## src/include/spc_defs.svh

```systemverilog
// Register offsets, field positions, reset values and timing counts.
// Assumes inclusion by bare name from the design files.
`ifndef SPC_DEFS_SVH
`define SPC_DEFS_SVH
`define SPC_ADDR_PERSIST 8'h0C
`define SPC_ADDR_WAITCFG 8'h0D
`define SPC_ADDR_PULSE 8'h0E
`define SPC_ADDR_CONTROL 8'h0F
`define SPC_ADDR_REV 8'h11
`define SPC_RST_VAL 8'h00
`define SPC_PROX_PERSIST_CODE_MSB 7
`define SPC_PROX_PERSIST_CODE_LSB 4
`define SPC_CLEAR_PERSIST_CODE_MSB 3
`define SPC_CLEAR_PERSIST_CODE_LSB 0
`define SPC_WAIT_STRETCH_BIT 1
`define SPC_DRIVE_MSB 7
`define SPC_DRIVE_LSB 6
`define SPC_PROX_SATURATION_MODE_BIT 4
`define SPC_GAIN_MSB 1
`define SPC_GAIN_LSB 0
`define SPC_STRETCH_FACTOR 12
`define SPC_WAIT_STEP_NS 2380000
`define SPC_CLK_PERIOD_NS 5
`define SPC_WAIT_STEP_CYC (`SPC_WAIT_STEP_NS / `SPC_CLK_PERIOD_NS)
`endif

```

## src/include/spc_pkg.sv

```systemverilog
// Types shared by the configuration bank and its persistence filter.
// Assumes nothing of the defs header, which it does not include.
`default_nettype none
package spc_pkg;
  // Register write request from the serial slave.
  typedef struct packed {
    logic       wr;
    logic [7:0] addr;
    logic [7:0] data;
  } spc_wr_t;
  // One finished measurement of a channel.
  typedef struct packed {
    logic        done;
    logic [15:0] value;
  } spc_sample_t;
  // Pulse engine state.
  typedef enum logic [1:0] {
    SPC_P_IDLE = 2'b00,
    SPC_P_HIGH = 2'b01,
    SPC_P_LOW  = 2'b10
  } spc_pulse_st_t;
endpackage
`default_nettype wire

```

## src/hw/spc_config_regs.sv

```systemverilog
// Persistence, wait, pulse, analog control and revision register bank.
// Assumes a byte-wide register port decoded by the serial slave, and
// measurement engines that report samples as one-cycle pulses.
`default_nettype none
`include "spc_defs.svh"
module spc_config_regs #(
  parameter logic [2:0] DIE_REV = 3'h1, // Arbitrary value.
  parameter int WAIT_STEP_CYC = `SPC_WAIT_STEP_CYC
) (
  // Clock, reset, enable.
  input wire logic ref_clk_i,
  input wire logic arst_n_i,
  input wire logic clk_en_i,
  // Register port.
  input wire spc_pkg::spc_wr_t wr_i,
  input wire logic [7:0] rd_addr_i,
  output logic [7:0] rd_data_o,
  // Enables, thresholds and interrupt clears from neighbouring registers.
  input wire logic clear_irq_enable_i,
  input wire logic prox_irq_enable_i,
  input wire logic [15:0] clear_low_limit_i,
  input wire logic [15:0] clear_high_limit_i,
  input wire logic [15:0] prox_low_limit_i,
  input wire logic [15:0] prox_high_limit_i,
  input wire logic clear_irq_clr_i,
  input wire logic prox_irq_clr_i,
  // Measurement engines.
  input wire spc_pkg::spc_sample_t clear_sample_i,
  input wire spc_pkg::spc_sample_t prox_sample_i,
  input wire logic prox_saturated_i,
  input wire logic [15:0] prox_dark_i,
  input wire logic prox_start_i,
  input wire logic wait_start_i,
  input wire logic [7:0] wait_cycles_i,
  // Outputs to analog and host.
  output logic emitter_pulse_o,
  output logic prox_busy_o,
  output logic [7:0] emitter_current_o,
  output logic [6:0] colour_gain_o,
  output logic [15:0] prox_count_o,
  output logic wait_done_o,
  output logic clear_irq_o,
  output logic prox_irq_o,
  output logic int_o
);
  logic [7:0] persist_reg, waitcfg_reg, pulse_reg, control_reg;
  logic [5:0] clear_need, prox_need;
  logic clear_hit, prox_hit, pers_wr;
  logic [7:0] pulses_left_reg;
  spc_pkg::spc_pulse_st_t pst_reg;
  logic [31:0] step_cnt_reg;
  logic [11:0] wait_left_reg;
  logic wait_run_reg;

  initial begin
    if (WAIT_STEP_CYC < 1) $error("spc_config_regs: bad wait step");
  end

  // Clear persistence code to sample count.
  function automatic logic [5:0] clear_need_f(input logic [3:0] code);
    if (code < 4'h4) clear_need_f = {2'h0, code};
    else clear_need_f = 6'((code - 4'h3) * 5);
  endfunction

  // Drive code halves full current per step, gain code to multiplier.
  function automatic logic [7:0] drive_f(input logic [1:0] code);
    drive_f = 8'h80 >> code;
  endfunction
  function automatic logic [6:0] gain_f(input logic [1:0] code);
    case (code)
      2'h0: gain_f = 7'h01;
      2'h1: gain_f = 7'h04;
      2'h2: gain_f = 7'h10;
      default: gain_f = 7'h3C;
    endcase
  endfunction

  always_ff @(posedge ref_clk_i or negedge arst_n_i) begin
    if (!arst_n_i) begin
      persist_reg <= `SPC_RST_VAL;
      waitcfg_reg <= `SPC_RST_VAL;
      pulse_reg <= `SPC_RST_VAL;
      control_reg <= `SPC_RST_VAL;
    end else if (clk_en_i && wr_i.wr) begin
      // Reserved bits are stored as written; the host keeps them legal.
      case (wr_i.addr)
        `SPC_ADDR_PERSIST: persist_reg <= wr_i.data;
        `SPC_ADDR_WAITCFG: waitcfg_reg <= wr_i.data;
        `SPC_ADDR_PULSE: pulse_reg <= wr_i.data;
        `SPC_ADDR_CONTROL: control_reg <= wr_i.data;
        default: ;
      endcase
    end
  end

  always_ff @(posedge ref_clk_i or negedge arst_n_i) begin
    if (!arst_n_i) begin
      rd_data_o <= 8'h00;
    end else if (clk_en_i) begin
      case (rd_addr_i)
        `SPC_ADDR_PERSIST: rd_data_o <= persist_reg;
        `SPC_ADDR_WAITCFG: rd_data_o <= waitcfg_reg;
        `SPC_ADDR_PULSE: rd_data_o <= pulse_reg;
        `SPC_ADDR_CONTROL: rd_data_o <= control_reg;
        `SPC_ADDR_REV: rd_data_o <= {5'h00, DIE_REV};
        default: rd_data_o <= 8'h00;
      endcase
    end
  end

  assign pers_wr = clk_en_i && wr_i.wr && (wr_i.addr == `SPC_ADDR_PERSIST);
  assign clear_need = clear_need_f(persist_reg[`SPC_CLEAR_PERSIST_CODE_MSB:`SPC_CLEAR_PERSIST_CODE_LSB]);
  assign prox_need = {2'h0, persist_reg[`SPC_PROX_PERSIST_CODE_MSB:`SPC_PROX_PERSIST_CODE_LSB]};

  // clear-channel filter, zero code fires on every sample.
  spc_persist #(.CW(6)) u_clear (
    .ref_clk_i(ref_clk_i),
    .arst_n_i(arst_n_i),
    .clk_en_i(clk_en_i),
    .need_i(clear_need),
    .restart_i(pers_wr),
    .low_i(clear_low_limit_i),
    .high_i(clear_high_limit_i),
    .sample_i(clear_sample_i),
    .hit_o(clear_hit)
  );

  // proximity filter, zero code fires on every sample.
  spc_persist #(.CW(6)) u_prox (
    .ref_clk_i(ref_clk_i),
    .arst_n_i(arst_n_i),
    .clk_en_i(clk_en_i),
    .need_i(prox_need),
    .restart_i(pers_wr),
    .low_i(prox_low_limit_i),
    .high_i(prox_high_limit_i),
    .sample_i(prox_sample_i),
    .hit_o(prox_hit)
  );

  // set wins over clear, so no event is lost.
  always_ff @(posedge ref_clk_i or negedge arst_n_i) begin
    if (!arst_n_i) begin
      clear_irq_o <= 1'b0;
    end else if (clk_en_i) begin
      if (clear_hit && clear_irq_enable_i) clear_irq_o <= 1'b1;
      else if (clear_irq_clr_i) clear_irq_o <= 1'b0;
    end
  end

  always_ff @(posedge ref_clk_i or negedge arst_n_i) begin
    if (!arst_n_i) begin
      prox_irq_o <= 1'b0;
    end else if (clk_en_i) begin
      if (prox_hit && prox_irq_enable_i) prox_irq_o <= 1'b1;
      else if (prox_irq_clr_i) prox_irq_o <= 1'b0;
    end
  end

  // The shared pin is an OR of the two flags.
  assign int_o = clear_irq_o || prox_irq_o;

  always_ff @(posedge ref_clk_i or negedge arst_n_i) begin
    if (!arst_n_i) begin
      emitter_current_o <= 8'h80;
      colour_gain_o <= 7'h01;
    end else if (clk_en_i) begin
      emitter_current_o <= drive_f(control_reg[`SPC_DRIVE_MSB:`SPC_DRIVE_LSB]);
      colour_gain_o <= gain_f(control_reg[`SPC_GAIN_MSB:`SPC_GAIN_LSB]);
    end
  end

  always_ff @(posedge ref_clk_i or negedge arst_n_i) begin
    if (!arst_n_i) begin
      prox_count_o <= 16'h0000;
    end else if (clk_en_i && prox_sample_i.done) begin
      if (control_reg[`SPC_PROX_SATURATION_MODE_BIT] && prox_saturated_i) prox_count_o <= prox_dark_i;
      else prox_count_o <= prox_sample_i.value;
    end
  end

  // exact pulse count; a pulse is one high cycle then one low cycle.
  always_ff @(posedge ref_clk_i or negedge arst_n_i) begin
    if (!arst_n_i) begin
      pst_reg <= spc_pkg::SPC_P_IDLE;
      pulses_left_reg <= 8'h00;
    end else if (clk_en_i) begin
      case (pst_reg)
        spc_pkg::SPC_P_IDLE: begin
          if (prox_start_i && pulse_reg != 8'h00) begin
            pulses_left_reg <= pulse_reg - 8'h01;
            pst_reg <= spc_pkg::SPC_P_HIGH;
          end
        end
        spc_pkg::SPC_P_HIGH: pst_reg <= spc_pkg::SPC_P_LOW;
        spc_pkg::SPC_P_LOW: begin
          if (pulses_left_reg == 8'h00) begin
            pst_reg <= spc_pkg::SPC_P_IDLE;
          end else begin
            pulses_left_reg <= pulses_left_reg - 8'h01;
            pst_reg <= spc_pkg::SPC_P_HIGH;
          end
        end
        default: pst_reg <= spc_pkg::SPC_P_IDLE;
      endcase
    end
  end
  assign emitter_pulse_o = (pst_reg == spc_pkg::SPC_P_HIGH);
  assign prox_busy_o = (pst_reg != spc_pkg::SPC_P_IDLE);

  // step length in cycles
  // Wait code is two's complement: 0xFF is one step, 0x00 is 256.
  always_ff @(posedge ref_clk_i or negedge arst_n_i) begin
    if (!arst_n_i) begin
      wait_run_reg <= 1'b0;
      wait_left_reg <= 12'h000;
      step_cnt_reg <= 32'h0;
      wait_done_o <= 1'b0;
    end else if (clk_en_i) begin
      wait_done_o <= 1'b0;
      if (!wait_run_reg) begin
        if (wait_start_i) begin
          wait_run_reg <= 1'b1;
          step_cnt_reg <= 32'h0;
          wait_left_reg <= waitcfg_reg[`SPC_WAIT_STRETCH_BIT]
            ? 12'((9'h100 - {1'b0, wait_cycles_i}) * `SPC_STRETCH_FACTOR)
            : 12'(9'h100 - {1'b0, wait_cycles_i});
        end
      end else if (step_cnt_reg == 32'(WAIT_STEP_CYC - 1)) begin
        step_cnt_reg <= 32'h0;
        if (wait_left_reg == 12'h001) begin
          wait_run_reg <= 1'b0;
          wait_done_o <= 1'b1;
        end
        wait_left_reg <= wait_left_reg - 12'h001;
      end else begin
        step_cnt_reg <= step_cnt_reg + 32'h1;
      end
    end
  end

  // Assertions.
  property p_rev_ro;
    @(posedge ref_clk_i) disable iff (!arst_n_i)
      (clk_en_i && rd_addr_i == `SPC_ADDR_REV) |=> rd_data_o == {5'h00, DIE_REV};
  endproperty
  a_rev_ro: assert property (p_rev_ro) else $error("revision read wrong");
  property p_clear_every;
    @(posedge ref_clk_i) disable iff (!arst_n_i)
      (clk_en_i && clear_sample_i.done && persist_reg[3:0] == 4'h0 && clear_irq_enable_i)
        |=> clear_irq_o;
  endproperty
  a_clear_every: assert property (p_clear_every) else $error("clear zero code missed");
  property p_prox_every;
    @(posedge ref_clk_i) disable iff (!arst_n_i)
      (clk_en_i && prox_sample_i.done && persist_reg[7:4] == 4'h0 && prox_irq_enable_i)
        |=> prox_irq_o;
  endproperty
  a_prox_every: assert property (p_prox_every) else $error("prox zero code missed");
  property p_clear_gate;
    @(posedge ref_clk_i) disable iff (!arst_n_i)
      (!clear_irq_o && !clear_irq_enable_i) |=> !clear_irq_o;
  endproperty
  a_clear_gate: assert property (p_clear_gate) else $error("clear flag without enable");
  property p_prox_gate;
    @(posedge ref_clk_i) disable iff (!arst_n_i)
      (!prox_irq_o && (!prox_hit || !prox_irq_enable_i)) |=> !prox_irq_o;
  endproperty
  a_prox_gate: assert property (p_prox_gate) else $error("prox flag without enabled hit");
  property p_sticky;
    @(posedge ref_clk_i) disable iff (!arst_n_i)
      (prox_irq_o && !prox_irq_clr_i) |=> prox_irq_o;
  endproperty
  a_sticky: assert property (p_sticky) else $error("prox flag dropped");
  property p_need60;
    @(posedge ref_clk_i) disable iff (!arst_n_i)
      persist_reg[3:0] == 4'hF |-> clear_need == 6'd60;
  endproperty
  a_need60: assert property (p_need60) else $error("clear code map wrong");
  property p_pulse_gap;
    @(posedge ref_clk_i) disable iff (!arst_n_i)
      (clk_en_i && emitter_pulse_o) |=> !emitter_pulse_o;
  endproperty
  a_pulse_gap: assert property (p_pulse_gap) else $error("pulse too long");
  property p_sat;
    @(posedge ref_clk_i) disable iff (!arst_n_i)
      (clk_en_i && prox_sample_i.done && control_reg[4] && prox_saturated_i)
        |=> prox_count_o == $past(prox_dark_i);
  endproperty
  a_sat: assert property (p_sat) else $error("dark value not used");
  c_clear_irq: cover property (@(posedge ref_clk_i) $rose(clear_irq_o));
  c_prox_irq: cover property (@(posedge ref_clk_i) $rose(prox_irq_o));
  c_wait_done: cover property (@(posedge ref_clk_i) wait_done_o);
endmodule // spc_config_regs
`default_nettype wire

```

## src/hw/spc_persist.sv

```systemverilog
// Consecutive out-of-range persistence filter for one channel.
// Assumes samples arrive as one-cycle pulses on the same clock.
`default_nettype none
`include "spc_defs.svh"
module spc_persist #(
  parameter int CW = 6
) (
  // Clock, reset, enable.
  input wire logic ref_clk_i,
  input wire logic arst_n_i,
  input wire logic clk_en_i,
  // Settings.
  input wire logic [5:0] need_i,
  input wire logic restart_i,
  input wire logic [15:0] low_i,
  input wire logic [15:0] high_i,
  // Sample and result.
  input wire spc_pkg::spc_sample_t sample_i,
  output logic hit_o
);
  logic [CW-1:0] run_reg;
  logic out_rng;
  initial begin
    if (CW < 6) $error("spc_persist: counter too narrow");
  end
  assign out_rng = (sample_i.value < low_i) || (sample_i.value > high_i);
  // Zero need fires on every sample; else count consecutive out-of-range samples.
  assign hit_o = sample_i.done && ((need_i == 6'h00) ||
                 (out_rng && ({1'b0, CW'(need_i)} <= {1'b0, run_reg} + (CW+1)'(1))));
  always_ff @(posedge ref_clk_i or negedge arst_n_i) begin
    if (!arst_n_i) begin
      run_reg <= '0;
    end else if (clk_en_i) begin
      if (restart_i) begin
        run_reg <= '0;
      end else if (sample_i.done) begin
        if (!out_rng) run_reg <= '0;
        else if (run_reg != {CW{1'b1}}) run_reg <= run_reg + CW'(1);
      end
    end
  end
endmodule // spc_persist
`default_nettype wire

```

## config.mk

```make
export PLATFORM = sky130hd
export DESIGN_NAME = spc_config_regs
export DESIGN_NICKNAME = d
export VERILOG_FILES = /design/src/include/spc_pkg.sv /design/src/hw/spc_config_regs.sv /design/src/hw/spc_persist.sv
export VERILOG_INCLUDE_DIRS = /design/src /design/src/include
export SDC_FILE = /design/constraint.sdc
export NUM_CORES = 1
export LEC_CHECK = 0
export BUFFER_PORTS_ARGS = -buffer_cell sky130_fd_sc_hd__buf_4
export CORE_MARGIN = 2
export CORE_UTILIZATION = 50
export CTS_BUF_LIST = sky130_fd_sc_hd__clkbuf_4
export CTS_CLUSTER_DIAMETER = 100
export CTS_CLUSTER_SIZE = 40
export DETAILED_ROUTE_END_ITERATION = 10
export PLACE_DENSITY = 0.83
export SLEW_MARGIN = 10
export SYNTH_ARGS = -nofsm -noshare
export SYNTH_HDL_FRONTEND = slang
export SYNTH_SLANG_ARGS = --single-unit
```

## constraint.sdc

```tcl
create_clock -name ref_clk_i -period 3.87 [get_ports ref_clk_i]
set_input_delay 0.387 -clock ref_clk_i [delete_from_list [all_inputs] [get_ports ref_clk_i]]
set_output_delay 0.387 -clock ref_clk_i [all_outputs]
set_load 0.02 [all_outputs]
```

==> reports/results.txt <==
number of flops mapped to enable cells by yosys: 0
number of global-route vias before repair: 8402
final wirelength: 23.98 mm
global-route wire length before repair: 39.96 mm
Clock Skew: 0.02045 ns
largest net degree at the start of global routing: 76
critical path required time: 4.32 ns
Chip Height: 142.7 um
DR WL/cell: 16.13 um
Synth area leader: dfrtp_1
Worst VDD drop: 0.1847 mV
Worst Setup SP: persist_reg[0]$_DFFE_PN0P_
CP endpoint kind: flip-flop
FP Rows: 50
nets@finish: 1490
Fin Setup TNS: 0 ns
GRT Total Usage: 24.40%
fill count: 1588
number of resized instances in the post-cts repair step: 0
clock slew at reported path FFs: 0.12 ns
post-place instance area: 11270 um^2
slowest CP cell: dfrtp_1
clock root cell: clkbuf_4
CP Launch Type: flip-flop
Critical Path AT: 3.74 ns
crit-path most repeated cell: ha_1
FF+latch count, synth: 134
I/O pins: 202
share of the synthesized area in the top cell type: 34.32%
final setup vio count: 0
commonest register cell after synthesis: dfrtp_1
placeable core area: 18770 um^2
critical path class: reg -> reg
Max clock buf depth: 2
Initial Utilization: 51.29%
Post-synth ARST share: 100.0%
GP Congestion: 0.8942
clk_lat worst skew: 0.57 ns
pwr dens: 361.7 nW/um^2
initial antenna violation count: 1
Max Fclk: 304.0 MHz
Pins Over Slew Limit: 0
HP Start: wr_i[4]
max reg flops: 32
Slowest Stage Delay on Critical Path: 0.46 ns
die footprint: 20380 um^2
fin worst setup slack: 0.5803 ns
sequential element share of the synthesized area: 34.86%
Post-DP HPWL: 18.72 mm
CP Cell Sequence: ha_1, xnor2_1, ha_1, ha_1, inv_1, fa_1, xnor2_1, o21ai_0, a22o_1, ha_1, o21a_1, o221ai_1, a41o_1
post-synth cell types: 78
Vias per Instance: 5.709
final antenna-violating net count: 0
CTS tree: built
Cells after Synth: 1051
Post-synth top cells: 132 x dfrtp_1, 108 x inv_1, 92 x ha_1, 83 x nand2_1, 71 x nor2_1
share of layout cells above drive strength 1: 25.24%
minimum clock period after layout: 3.290 ns
syn avg cell area: 9.158 um^2
clock sink count: 134
GRT overflow: 0
LEAKAGE: 5.746 nW
Total Power: 4.192 mW
Synth area leaders: dfrtp_1 34%, ha_1 12%, mux2_2 4.3%
Max-Cap Viols: 0
Critical Path Fanout Max: 5
Reg2Reg Setup Slack: 0.58 ns
Hold Vio Cnt, Final: 0
Max-slew headroom: 34.61%
RSZ-0062 raised after global routing: false
Slew @ Worst Pin: 0.9785 ns
H-tree levels: 4
DIE WIDTH: 142.7 um
Tcrit/Tclk final: 85.01%
cell area after synthesis: 9625 um^2
yosys warns: 0
number of DRC markers in iteration 0: 548
total number of vias: 8490
min-delay worst type: in -> reg
r2r startpoint: persist_reg[0]$_DFFE_PN0P_
Design Area, Final: 11590 um^2
TritonCTS Buffers: 17
drt pass-1 iters: 5
post-place setup slack: 0.6319 ns
status: finished, final reports clean
hold slack: 0.06681 ns
CP delay by family, top: adder cells
top-count cell post-synth: dfrtp_1
Buffers on Ports: 195
drt drc: 0
Bufs and invs on worst path: 1
synthesis-to-layout area growth: 20.42%
[stage by stage]
stage	std cells	utilization, %
after floorplan	1056	-
after global placement	1453	60.04
after detailed placement	1453	60.04
after CTS	1486	61.75
after global routing	1487	61.76
final	1487	61.76
[power breakdown]
group	internal (mW)	leakage [nW]	switching [mW]
clock network	0.462	0.171	0.557
registers	1.57	1.76	0.202
logic	0.657	3.82	0.746
total	2.69	5.75	1.50
[routing by layer]
metal	vias to the layer above	GRT usage, %	wire [um]
li1	4132	-	-
met4	0	8.911	715
met3	55	5.567	1426
met2	279	42.41	11850
met5	-	0	0
met1	4024	29.65	9983
[logic make-up after synthesis]
group           Yosys count  share of synthesized area (%)
simple gates            336                          18.09
compound gates          217                          14.84
mux                      71                          8.904
other cells               1                        0.03896
xor+xnor                 49                          4.459
buf+inv                 149                          6.421
flops                   134                          34.86
fa+ha+maj                94                          12.37
[placed cells by master (no fill, tap or decap), types with 6 or more instances in the layout]
cell	Yosys	final
a31oi_1	9	9
nor2_1	71	71
nor4_1	11	11
nand3_1	44	44
mux2i_1	26	26
xnor2_1	24	24
nand4_1	22	22
o22ai_1	12	12
mux2_2	37	37
or4_1	7	7
conb_1	1	6
nand2b_1	8	8
nor3_1	32	32
dfrtp_1	132	132
nand2_1	83	83
o21a_1	12	12
and3_1	10	10
xor2_1	25	25
nor2b_1	9	9
a211oi_1	6	6
mux4_2	8	8
clkbuf_4	0	18
a21oi_1	61	61
buf_4	8	203
inv_1	108	108
ha_1	92	92
o21ai_0	61	61
[worst register-to-register path: cells and delay by family, from the launching register on]
family	cells	cell delay (ns)
DFF	1	0.46
buffers and inverters	1	0.06
xor gates and xnor gates	2	0.51
adders and majority gates	5	1.27
AOI/OAI and AO/OA	5	0.89
[layout make-up]
cell class	instances	area (um^2)	share of cell area, %
Antenna cell	1	2.502	0.02159
Clock buffer	18	135.1	1.166
Clock inverter	14	175.2	1.511
Inverter	108	405.4	3.497
Multi-Input combinational cell	773	5679	49.00
Sequential cell	134	3356	28.95
Tap cell	234	292.8	2.526
Timing Repair Buffer	205	1545	13.33
[final timing paths]
| path | cells after the start | end |
|---|---|---|
| max | 13 | clear_irq_o$_DFFE_PN0P_ |
| min | 3 | persist_reg[4]$_DFFE_PN0P_ |
| max reg2reg | 13 | clear_irq_o$_DFFE_PN0P_ |
| min reg2reg | 2 | prox_count_o[10]$_DFFE_PN0P_ |
| max in group asynchronous | 3 | emitter_current_o[7]$_DFFE_PN1P_ |
| min in group asynchronous | 2 | wait_left_reg[3]$_DFFE_PN0P_ |
[repair_timing]
item,CTS,global route
endpoints found under the hold margin,72,0
buffers inserted,0,0
endpoints found under the setup margin,0,0
hold buffers,1,0
No activity file was read; power rests on OpenSTA's default activity.
